## src/dcc_pkg.sv

```systemverilog
// Package for the dual comparator control block: register map, field layout,
// reset values and the carrier structs shared by the design files.
// Assumes an 8-bit register port with one-cycle strobes.
package dcc_pkg;

  // ----------------------------------------------------------------------
  // Register offsets
  // ----------------------------------------------------------------------
  localparam logic [3:0] DCC_ADDR_CTRL = 4'h0;
  localparam logic [3:0] DCC_ADDR_FLAG = 4'h1;
  localparam logic [3:0] DCC_ADDR_ENAB = 4'h2;
  localparam logic [3:0] DCC_ADDR_INTC = 4'h3;
  localparam logic [3:0] DCC_ADDR_DIRA = 4'h4;
  localparam logic [3:0] DCC_ADDR_PORTA = 4'h5;
  localparam logic [3:0] DCC_ADDR_IRQS = 4'h6;
  localparam logic [3:0] DCC_ADDR_IRQM = 4'h7;

  // ----------------------------------------------------------------------
  // Field positions
  // ----------------------------------------------------------------------
  localparam int DCC_BIT_COMPARATOR2_OUTPUT_STATUS = 7;
  localparam int DCC_BIT_COMPARATOR1_OUTPUT_STATUS = 6;
  localparam int DCC_BIT_COMPARATOR2_POLARITY_INVERT = 5;
  localparam int DCC_BIT_COMPARATOR1_POLARITY_INVERT = 4;
  localparam int DCC_BIT_SWITCH = 3;
  localparam int DCC_BIT_CHGFLAG = 6;
  localparam int DCC_BIT_CHGEN = 6;
  localparam int DCC_BIT_GIE = 7;
  localparam int DCC_BIT_PERIPHERAL_IRQ_ENABLE = 6;
  localparam int DCC_STAT_CHANGE = 0;
  localparam int DCC_STAT_MISMATCH = 1;

  // ----------------------------------------------------------------------
  // Reset values and modes
  // ----------------------------------------------------------------------
  localparam logic [7:0] DCC_CTRL_RESET = 8'h07;
  localparam logic [7:0] DCC_ZERO8 = 8'h00;
  localparam logic [5:0] DCC_DIRA_RESET = 6'h3F;
  localparam logic [1:0] DCC_STAT_RESET = 2'h0;

  typedef enum logic [2:0] {
    DCC_MODE_0 = 3'b000,
    DCC_MODE_1 = 3'b001,
    DCC_MODE_2 = 3'b010,
    DCC_MODE_3 = 3'b011,
    DCC_MODE_4 = 3'b100,
    DCC_MODE_5 = 3'b101,
    DCC_MODE_MUX4 = 3'b110,
    DCC_MODE_OFF = 3'b111
  } dcc_mode_t;

  // Writable part of the comparator control register.
  typedef struct packed {
    logic inv2;
    logic inv1;
    logic sw;
    dcc_mode_t mode;
  } dcc_ctrl_t;

  // Analog front end steering: source for each comparator input.
  typedef struct packed {
    logic ref_pos;
    logic [2:0] c1_neg_sel;
    logic [2:0] c1_pos_sel;
    logic [2:0] c2_neg_sel;
    logic [2:0] c2_pos_sel;
    logic c1_on;
    logic c2_on;
    logic out_route;
  } dcc_route_t;

  // Register port request.
  typedef struct packed {
    logic [3:0] addr;
    logic [7:0] wdata;
    logic wr;
    logic rd;
  } dcc_bus_t;

endpackage

```

## src/dcc_mode_decode.sv

```systemverilog
// Mode decoder for the dual comparator control block.
// Purely combinational; the caller registers the result before it leaves.
`timescale 1ns/1ps

module dcc_mode_decode
  import dcc_pkg::*;
(
  input wire dcc_pkg::dcc_ctrl_t ctrl,
  output dcc_pkg::dcc_route_t route
);

  // ----------------------------------------------------------------------
  // Input selection per mode
  // ----------------------------------------------------------------------
  // Selector codes are port A pin numbers; 7 means not connected.
  always_comb begin
    route = '0;
    route.c1_neg_sel = 3'h7;
    route.c1_pos_sel = 3'h7;
    route.c2_neg_sel = 3'h7;
    route.c2_pos_sel = 3'h7;
    unique case (ctrl.mode)
      DCC_MODE_0, DCC_MODE_OFF: begin
        route.c1_on = 1'b0;
      end
      DCC_MODE_1: begin
        route.c1_on = 1'b1;
        route.c1_neg_sel = 3'h0;
        route.c1_pos_sel = 3'h3;
      end
      DCC_MODE_2, DCC_MODE_3: begin
        route.c1_on = 1'b1;
        route.c2_on = 1'b1;
        route.c1_neg_sel = 3'h0;
        route.c1_pos_sel = 3'h3;
        route.c2_neg_sel = 3'h1;
        route.c2_pos_sel = 3'h2;
        route.out_route = (ctrl.mode == DCC_MODE_3);
      end
      DCC_MODE_4: begin
        route.c1_on = 1'b1;
        route.c2_on = 1'b1;
        route.c1_neg_sel = 3'h0;
        route.c1_pos_sel = 3'h2;
        route.c2_neg_sel = 3'h1;
        route.c2_pos_sel = 3'h2;
      end
      DCC_MODE_5: begin
        route.c1_on = 1'b1;
        route.c2_on = 1'b1;
        route.c1_neg_sel = 3'h0;
        route.c1_pos_sel = 3'h2;
        route.c2_neg_sel = 3'h1;
        route.c2_pos_sel = 3'h2;
        route.out_route = 1'b1;
      end
      DCC_MODE_MUX4: begin
        route.c1_on = 1'b1;
        route.c2_on = 1'b1;
        route.ref_pos = 1'b1;
        route.c1_neg_sel = ctrl.sw ? 3'h3 : 3'h0;
        route.c2_neg_sel = ctrl.sw ? 3'h2 : 3'h1;
      end
    endcase
  end

endmodule

```

## src/dcc_top.sv

```systemverilog
// Dual comparator control: control register, output status, pin routing,
// change flag and interrupt gating around two analog comparators.
// Assumes raw comparator results arrive as plain levels, and a register port
// with one-cycle read and write strobes and read data one cycle later.
`timescale 1ns/1ps

module dcc_top
  import dcc_pkg::*;
#(
  parameter int PORT_W = 6
) (
  input wire logic mclk,
  input wire logic sys_rst,
  input wire logic [3:0] reg_addr,
  input wire logic [7:0] reg_wdata,
  input wire logic reg_wr,
  input wire logic reg_rd,
  output logic [7:0] reg_rdata,
  input wire logic cmp1_raw,
  input wire logic cmp2_raw,
  input wire logic [PORT_W-1:0] port_a_pin_in,
  input wire logic [PORT_W-1:0] port_a_analog,
  output dcc_pkg::dcc_route_t afe_route,
  output logic port_a_pin5_out,
  output logic port_a_pin5_oe,
  output logic port_b_pin5_out,
  output logic port_b_pin5_oe,
  output logic cmp_irq_req,
  output logic irq
);
  import dcc_pkg::*;

  // ----------------------------------------------------------------------
  // Register state
  // ----------------------------------------------------------------------
  dcc_ctrl_t ctrl_r;
  logic chg_flag_r;
  logic chg_en_r;
  logic gie_r;
  logic peripheral_irq_enable_r;
  logic [PORT_W-1:0] port_a_direction_r;
  logic [1:0] stat_r;
  logic [1:0] stat_mask_r;
  logic [1:0] sync1_r;
  logic [1:0] sync2_r;
  logic [1:0] ref_out_r;
  dcc_route_t route_nxt;
  dcc_route_t route_r;
  logic [7:0] rdata_nxt;

  // ----------------------------------------------------------------------
  // Address decode
  // ----------------------------------------------------------------------
  // One function serves both strobe decoders so read and write agree.
  function automatic logic hit(input logic [3:0] a, input logic [3:0] off);
    hit = (a == off);
  endfunction

  wire wr_ctrl = reg_wr && hit(reg_addr, DCC_ADDR_CTRL);
  wire rd_ctrl = reg_rd && hit(reg_addr, DCC_ADDR_CTRL);
  wire wr_flag = reg_wr && hit(reg_addr, DCC_ADDR_FLAG);
  wire wr_enab = reg_wr && hit(reg_addr, DCC_ADDR_ENAB);
  wire wr_intc = reg_wr && hit(reg_addr, DCC_ADDR_INTC);
  wire wr_dira = reg_wr && hit(reg_addr, DCC_ADDR_DIRA);
  wire wr_irqs = reg_wr && hit(reg_addr, DCC_ADDR_IRQS);
  wire wr_irqm = reg_wr && hit(reg_addr, DCC_ADDR_IRQM);
  wire ctrl_access = wr_ctrl || rd_ctrl;

  // ----------------------------------------------------------------------
  // Output path
  // ----------------------------------------------------------------------
  // Raw result polarity.
  // The front end reports high when its positive input is above the negative.
  wire [1:0] raw_vec = {cmp2_raw, cmp1_raw};
  wire [1:0] inv_vec = {ctrl_r.inv2, ctrl_r.inv1};
  wire [1:0] on_vec = {route_r.c2_on, route_r.c1_on};

  // Polarity inversion applied.
  // Unsynchronized path feeds pins; an off comparator reads as its invert bit.
  wire [1:0] pin_cmp = (raw_vec & on_vec) ^ inv_vec;
  wire [1:0] stat_cmp = (sync2_r & on_vec) ^ inv_vec;

  wire mismatch = (stat_cmp != ref_out_r);
  wire flag_wr_val = reg_wdata[DCC_BIT_CHGFLAG];

  wire req_nxt = chg_flag_r && chg_en_r && peripheral_irq_enable_r && gie_r;

  wire [PORT_W-1:0] port_a_view = port_a_pin_in & ~port_a_analog;

  wire [7:0] ctrl_view = {stat_cmp, ctrl_r};

  // ----------------------------------------------------------------------
  // Read data selection
  // ----------------------------------------------------------------------
  always_comb begin
    rdata_nxt = DCC_ZERO8;
    unique case (reg_addr)
      DCC_ADDR_CTRL: rdata_nxt = ctrl_view;
      DCC_ADDR_FLAG: rdata_nxt[DCC_BIT_CHGFLAG] = chg_flag_r;
      DCC_ADDR_ENAB: rdata_nxt[DCC_BIT_CHGEN] = chg_en_r;
      DCC_ADDR_INTC: rdata_nxt = {gie_r, peripheral_irq_enable_r, 6'h00};
      DCC_ADDR_DIRA: rdata_nxt[PORT_W-1:0] = port_a_direction_r;
      DCC_ADDR_PORTA: rdata_nxt[PORT_W-1:0] = port_a_view;
      DCC_ADDR_IRQS: rdata_nxt[1:0] = stat_r;
      DCC_ADDR_IRQM: rdata_nxt[1:0] = stat_mask_r;
      default: rdata_nxt = DCC_ZERO8;
    endcase
  end

  dcc_mode_decode u_decode (
    .ctrl(ctrl_r),
    .route(route_nxt)
  );

  // ----------------------------------------------------------------------
  // Control register
  // ----------------------------------------------------------------------
  // Reset turns comparators off.
  always_ff @(posedge mclk) begin
    if (sys_rst) begin
      ctrl_r <= dcc_ctrl_t'(DCC_CTRL_RESET[5:0]);
    end else if (wr_ctrl) begin
      ctrl_r <= dcc_ctrl_t'(reg_wdata[5:0]);
    end
  end

  // Enable, direction and mask registers.
  always_ff @(posedge mclk) begin
    if (sys_rst) begin
      chg_en_r <= 1'b0;
      gie_r <= 1'b0;
      peripheral_irq_enable_r <= 1'b0;
      port_a_direction_r <= DCC_DIRA_RESET;
      stat_mask_r <= DCC_STAT_RESET;
    end else begin
      if (wr_enab) chg_en_r <= reg_wdata[DCC_BIT_CHGEN];
      if (wr_intc) gie_r <= reg_wdata[DCC_BIT_GIE];
      if (wr_intc) peripheral_irq_enable_r <= reg_wdata[DCC_BIT_PERIPHERAL_IRQ_ENABLE];
      if (wr_dira) port_a_direction_r <= reg_wdata[PORT_W-1:0];
      if (wr_irqm) stat_mask_r <= reg_wdata[1:0];
    end
  end

  // ----------------------------------------------------------------------
  // Synchronizer and reference latch
  // ----------------------------------------------------------------------
  // Two-stage synchronizer.
  // Only the second stage is read; the first may be metastable.
  always_ff @(posedge mclk) begin
    if (sys_rst) begin
      sync1_r <= 2'h0;
      sync2_r <= 2'h0;
    end else begin
      sync1_r <= raw_vec;
      sync2_r <= sync1_r;
    end
  end

  always_ff @(posedge mclk) begin
    if (sys_rst) begin
      ref_out_r <= 2'h0;
    end else if (ctrl_access) begin
      ref_out_r <= stat_cmp;
    end
  end

  // ----------------------------------------------------------------------
  // Change flag
  // ----------------------------------------------------------------------
  // Write zero clears, one sets.
  // Mismatch beats a clear.
  // A clear in the same cycle as a mismatch loses so no change is dropped.
  always_ff @(posedge mclk) begin
    if (sys_rst) begin
      chg_flag_r <= 1'b0;
    end else if (mismatch) begin
      chg_flag_r <= 1'b1;
    end else if (wr_flag) begin
      chg_flag_r <= flag_wr_val;
    end
  end

  // ----------------------------------------------------------------------
  // Sticky status, one-to-clear, with set winning
  // ----------------------------------------------------------------------
  // Both status bits come from the same mismatch event, so neither can miss a change.
  wire [1:0] stat_set = {mismatch, mismatch};
  wire [1:0] stat_clr = wr_irqs ? reg_wdata[1:0] : 2'h0;

  always_ff @(posedge mclk) begin
    if (sys_rst) begin
      stat_r <= DCC_STAT_RESET;
    end else begin
      stat_r <= (stat_r & ~stat_clr) | stat_set;
    end
  end

  // ----------------------------------------------------------------------
  // Registered outputs
  // ----------------------------------------------------------------------
  // Routed pins use raw outputs.
  // Direction bits gate pins.
  // The pin copy adds one flop of delay; the value itself is unsynchronized.
  always_ff @(posedge mclk) begin
    if (sys_rst) begin
      reg_rdata <= DCC_ZERO8;
      route_r <= '0;
      afe_route <= '0;
      port_a_pin5_out <= 1'b0;
      port_a_pin5_oe <= 1'b0;
      port_b_pin5_out <= 1'b0;
      port_b_pin5_oe <= 1'b0;
      cmp_irq_req <= 1'b0;
      irq <= 1'b0;
    end else begin
      reg_rdata <= reg_rd ? rdata_nxt : DCC_ZERO8;
      route_r <= route_nxt;
      afe_route <= route_nxt;
      port_a_pin5_out <= pin_cmp[0];
      port_a_pin5_oe <= route_r.out_route && !port_a_direction_r[5];
      port_b_pin5_out <= pin_cmp[1];
      port_b_pin5_oe <= route_r.out_route && !port_a_direction_r[4];
      cmp_irq_req <= req_nxt;
      irq <= |(stat_r & stat_mask_r);
    end
  end

endmodule

```

## config.mk

```make
export PLATFORM = sky130hd
export DESIGN_NAME = dcc_top
export DESIGN_NICKNAME = d
export VERILOG_FILES = /design/src/dcc_pkg.sv /design/src/dcc_mode_decode.sv /design/src/dcc_top.sv
export SDC_FILE = /design/constraint.sdc
export NUM_CORES = 1
export LEC_CHECK = 0
export BUFFER_PORTS_ARGS = -buffer_cell sky130_fd_sc_hd__buf_2
export CAP_MARGIN = 20
export CORE_MARGIN = 8
export CORE_UTILIZATION = 50
export CTS_BUF_LIST = sky130_fd_sc_hd__clkbuf_2 sky130_fd_sc_hd__clkbuf_4 sky130_fd_sc_hd__clkbuf_8
export DETAILED_ROUTE_END_ITERATION = 6
export PLACE_DENSITY = 0.87
export SYNTH_ARGS = -nofsm -noshare
export SYNTH_HDL_FRONTEND = slang
export SYNTH_SLANG_ARGS = --single-unit
```

## constraint.sdc

```tcl
create_clock -name mclk -period 1.55 [get_ports mclk]
set_input_delay 0.31 -clock mclk [delete_from_list [all_inputs] [get_ports mclk]]
set_output_delay 0.31 -clock mclk [all_outputs]
set_load 0.05 [all_outputs]
```

Word-level counts from Yosys, hierarchy flattened --
Cells that the tools add are included.
Operators by class: equality and inequality tests 15, muxes and demuxes 17, bitwise logic cells 11, reductions and logical operators 29
Operators with widths (number):
- $pmux W3 S2 | 3
- $eq A4 B3 Y1 const B | 4
- $logic_and A1 B1 Y1 | 13
- $eq A3 B3 Y1 const B | 4
- $pmux W4 S3 | 1
- $pmux W2 S5 | 1
- $reduce_or A2 Y1 | 5
- $reduce_or A5 Y1 | 2
- $and A2 B2 Y2 | 4
- $eq A4 B2 Y1 const B | 2
- $and A6 B6 Y6 | 1
- $eq A3 B2 Y1 const B | 2
- $mux W2 | 3
- $not A6 Y6 | 1
- $pmux W1 S2 | 3
- $reduce_or A6 Y1 | 1
- $eq A4 B1 Y1 const B | 1
- $logic_not A4 Y1 | 1
- $mux W1 | 4
- $pmux W1 S4 | 1
- $reduce_or A4 Y1 | 1
- $xor A2 B2 Y2 | 2
- $eq A3 B1 Y1 const B | 1
- $logic_not A3 Y1 | 1
- other kinds (9) | 10
Storage, ports and cells: flip-flop bits (word level) 56, logic and storage cells 101

Longest topological paths before layout --
depth in word-level cells 6, depth in mapped cells 6

Hierarchy --
A second synthesis with hierarchy kept.
Second synthesis, totals: cell total of the unflattened synthesis 248, area, all modules 2397.3 um^2
By module, submodules not included:
- dcc_top | instances 1, cells an instance 225, area an instance 2245.9 um^2, sequential area each 1121.1 um^2
- dcc_mode_decode | instances 1, cells an instance 23, area an instance 151.4 um^2, sequential area each 0.0 um^2

Worst setup path after synthesis --
No wires, ideal clock.
path kind input to register, start input port reg_addr[0], end register ref_out_r[1], data arrival time 1.206 ns, setup slack 0.212 ns, stages 4, path buffers 1, cells stage by stage buf_4 or4_1 o21ai_0 a21oi_1
On the way: cells in the longest elaborated chain, start to end 3
Ends and longest elaborated chain:
- start, declared | line dcc_top.sv:14 | input wire logic [3:0] reg_addr,
- $logic_not A4 Y1 (*) | line dcc_top.sv:56 | hit = (a == off);
- $logic_and A1 B1 Y1, on equally long branches | line dcc_top.sv:59, dcc_top.sv:60
- $logic_or A1 B1 Y1 (*) | line dcc_top.sv:67 | wire ctrl_access = wr_ctrl || rd_ctrl;
- end signal, assigned | line dcc_top.sv:163 | ref_out_r <= stat_cmp;
- end, declared | line dcc_top.sv:46 | logic [1:0] ref_out_r;
Every way passes the cells marked *; elsewhere a longest branch is shown, timed or not. A chain may end at the register's enable or synchronous reset.

Final worst setup path --
start register ctrl_r[1] (netlist name), end register reg_rdata[1]
On the way: cells in the longest elaborated chain, start to end 1
Ends and longest elaborated chain:
- start, declared | line dcc_top.sv:36 | dcc_ctrl_t ctrl_r;
- start signal, assigned | line dcc_top.sv:121 | ctrl_r <= dcc_ctrl_t'(DCC_CTRL_RESET[5:0]);
- start signal, assigned | line dcc_top.sv:123 | ctrl_r <= dcc_ctrl_t'(reg_wdata[5:0]);
- $pmux W2 S5 | line dcc_top.sv:97 | unique case (reg_addr)
- end signal, assigned | line dcc_top.sv:216 | reg_rdata <= reg_rd ? rdata_nxt : DCC_ZERO8;
- end, declared | line dcc_top.sv:18 | output logic [7:0] reg_rdata,
Every way passes these cells.

==> reports/metrics.cfg <==
[critical_path]
critPathLaunch=ctrl_r[1]$_SDFFE_PP1P_
worst-r2r-cell-count=3
cp.arrival_ns=1.63
end_kind=register
startpoint_type=register
worstPathCellList=or4b_1 > a21o_1 > a31oi_1
cpMaxStageDelayCell=dfxtp_1
slowest_delay_ns=0.54
cp_max_fo=9
path_class=register to register
crit_required_ns=1.80
timing.rr.start=ctrl_r[1]$_SDFFE_PP1P_

[synthesis]
ys_seq_area_frac=0.4796
syn-instance-count=238
synth_edf_count=0
synth.distinct_cells=43
syn_area_sq_um=2212
synth-seq-cells=53
async_flop_share=0
syn-num-nets=268
synth_ff_type=dfxtp_1
synth.avg_cell_area_sq_um=9.295
synth_warnings=0

[detailed_routing]
ant_nets=0
vias=1997
detail_route.first_pass.iterations=4
drc=0
wl_per_cell_microns=15.88
viasPerCell=5.739
routed_wl_microns=5525
drt_iter0_markers=216

[power]
p_per_area_nw_per_um2=982.1
max-vdd-ir-drop_mv=0.4353
p_leak_uw=0.001082

[floorplanning]
core-area_sq_um=4294
die_area_sq_um=6809
num_rows=24
start_util=0.5152
die_h_microns=82.52
die_x_microns=82.52
ios=60

[placed_design]
gp_congestion=0.8413
pre_cts_slack_ns=0.002949
place_area_sq_um=2544
place_hpwl_microns=4084
port_buffers=59

[timing]
setup_slack_ns=0.1736
skew_ns=0.007495
worst_pin_slew_ns=0.4703
relSlewSlack=0.6841
min_period_ns=1.376
setup_tns_ns=0
rsz0062_at_grt=false
fmax_mhz=726.5
finalCritPeriodShare=0.8880
hold_slack_ns=0.2324
hold_viol=0
finalSetupViolations=0
maxSlewViolCount=0

[clock_network]
postCtsHoldBufs=0
clockBufferDepth=2
postCtsSetupRepairBufs=0
cts_resized=0
tritoncts=built
numCtsBuffers=5
clkTransAtPathRegs_ns=0.11
cts_sinks=53
cts_max_level=2
cts_root_buf=clkbuf_8
clock_latency_ns=0.32

[min_path]
hp-start=cmp1_raw
min_path_cells=2
hold_class=input pin to register

[status]
status=finished clean

[finish]
drive_gt1_frac=0.2838
final_cell_area_sq_um=2639
num_antenna_cells=0
multiInputGateArea_sq_um=1028
fill_cells=375
syn_to_final_growth_pct=19.29
layout.area.seq_sq_um=1061
nNetsFinal=325

[global_route]
grt_max_degree=20
grt_util_all_layers=0.1659
grt_pass1_vias=1921
antenna_found_initial=0
gr-total-overflow=0
grt_first_pass_wirelength_microns=8825

[flow_run]
max_cap_violations=0

## cells in the mapped netlist, types with 3 or more instances
cell type	count	area, sq um
xnor2_1	5	43.79
buf_2	5	25.02
a31oi_1	3	18.77
o211ai_1	5	37.54
nor2b_1	9	56.30
a222oi_1	4	40.04
mux2i_1	3	30.03
dfxtp_1	53	1061
nand2_1	9	33.78
o21ai_0	23	115.1
clkbuf_1	8	30.03
and3b_1	3	26.28
a21oi_1	20	100.1
buf_4	5	37.54
nand3_1	18	90.09
nor2_1	14	52.55
nand3b_1	4	30.03
nand2b_1	3	18.77
inv_1	5	18.77
nand4_1	5	31.28
or3_1	3	18.77
## sequential cells by signal, summed over array words and instances (netlist names), 2 cells and up
name and flops:
afe_route 10, port_a_direction_r 6, stat_mask_r 2, reg_rdata 8
ctrl_r 6, sync2_r 2, sync1_r 2, stat_r 2
ref_out_r 2, on_vec 2
## placed cells by master (no fill, tap or decap), types with 9 or more instances in the layout
cell and n:
nor2b_1 9, nand2_1 9, o21ai_0 23, nor2_1 14, dfxtp_1 53, buf_2 59
nand3_1 18, buf_4 10, a21oi_1 20
## per-layer routing
metal	up-vias	global-route usage	wire length [microns]
met2	97	0.2600	2627
met3	15	0.04437	532
met5	-	0	0
met1	908	0.2021	2218
met4	0	0.09310	146
li1	977	-	-
## power breakdown
part | total [uW] | switching, uW | internal, uW
sequential | 1420 | 20.8 | 1400
clock | 828 | 498 | 329
combinational | 344 | 233 | 111
## cell type report
cell class                      count  area share
Clock buffer                        5     0.02608
Clock inverter                      3    0.009957
Inverter                            5    0.007112
Multi-Input combinational cell    161      0.3898
Sequential cell                    53      0.4021
Tap cell                           52     0.02466
Timing Repair Buffer               69      0.1404
## worst max-delay path: cells and delay by family, from the launching register on
kind | cells | cell delay [ns]
and+or+nand+nor | 1 | 0.48
AOI/OAI and AO/OA | 2 | 0.30
DFF | 1 | 0.54
## metrics by stage
step,cells,total power [uW],utilization
global route,348,2685,0.6145
detailed placement,340,1792,0.5924
CTS,348,2602,0.6145
floorplan,238,1687,-
global placement,340,1783,0.5924
finish,348,2592,0.6145
## logic make-up after synthesis
kind of cell | share of synthesized area
AO/OA/AOI/OAI | 0.1810
XOR/XNOR | 0.02772
buffers and inverters | 0.05543
flip-flops | 0.4796
multiplexers | 0.01867
AND/OR/NAND/NOR | 0.2376
## path summary, 6_finish.rpt
| path | slack, ns | end |
|---|---|---|
| worst max-delay path | 0.17 | reg_rdata[1]$_SDFF_PP0_ |
| worst min-delay path | 0.23 | sync1_r[0]$_SDFF_PP0_ |
| worst max register to register | 0.17 | reg_rdata[1]$_SDFF_PP0_ |
| worst min register to register | 0.45 | sync2_r[1]$_SDFF_PP0_ |
Power figures use the tool's default switching activity.
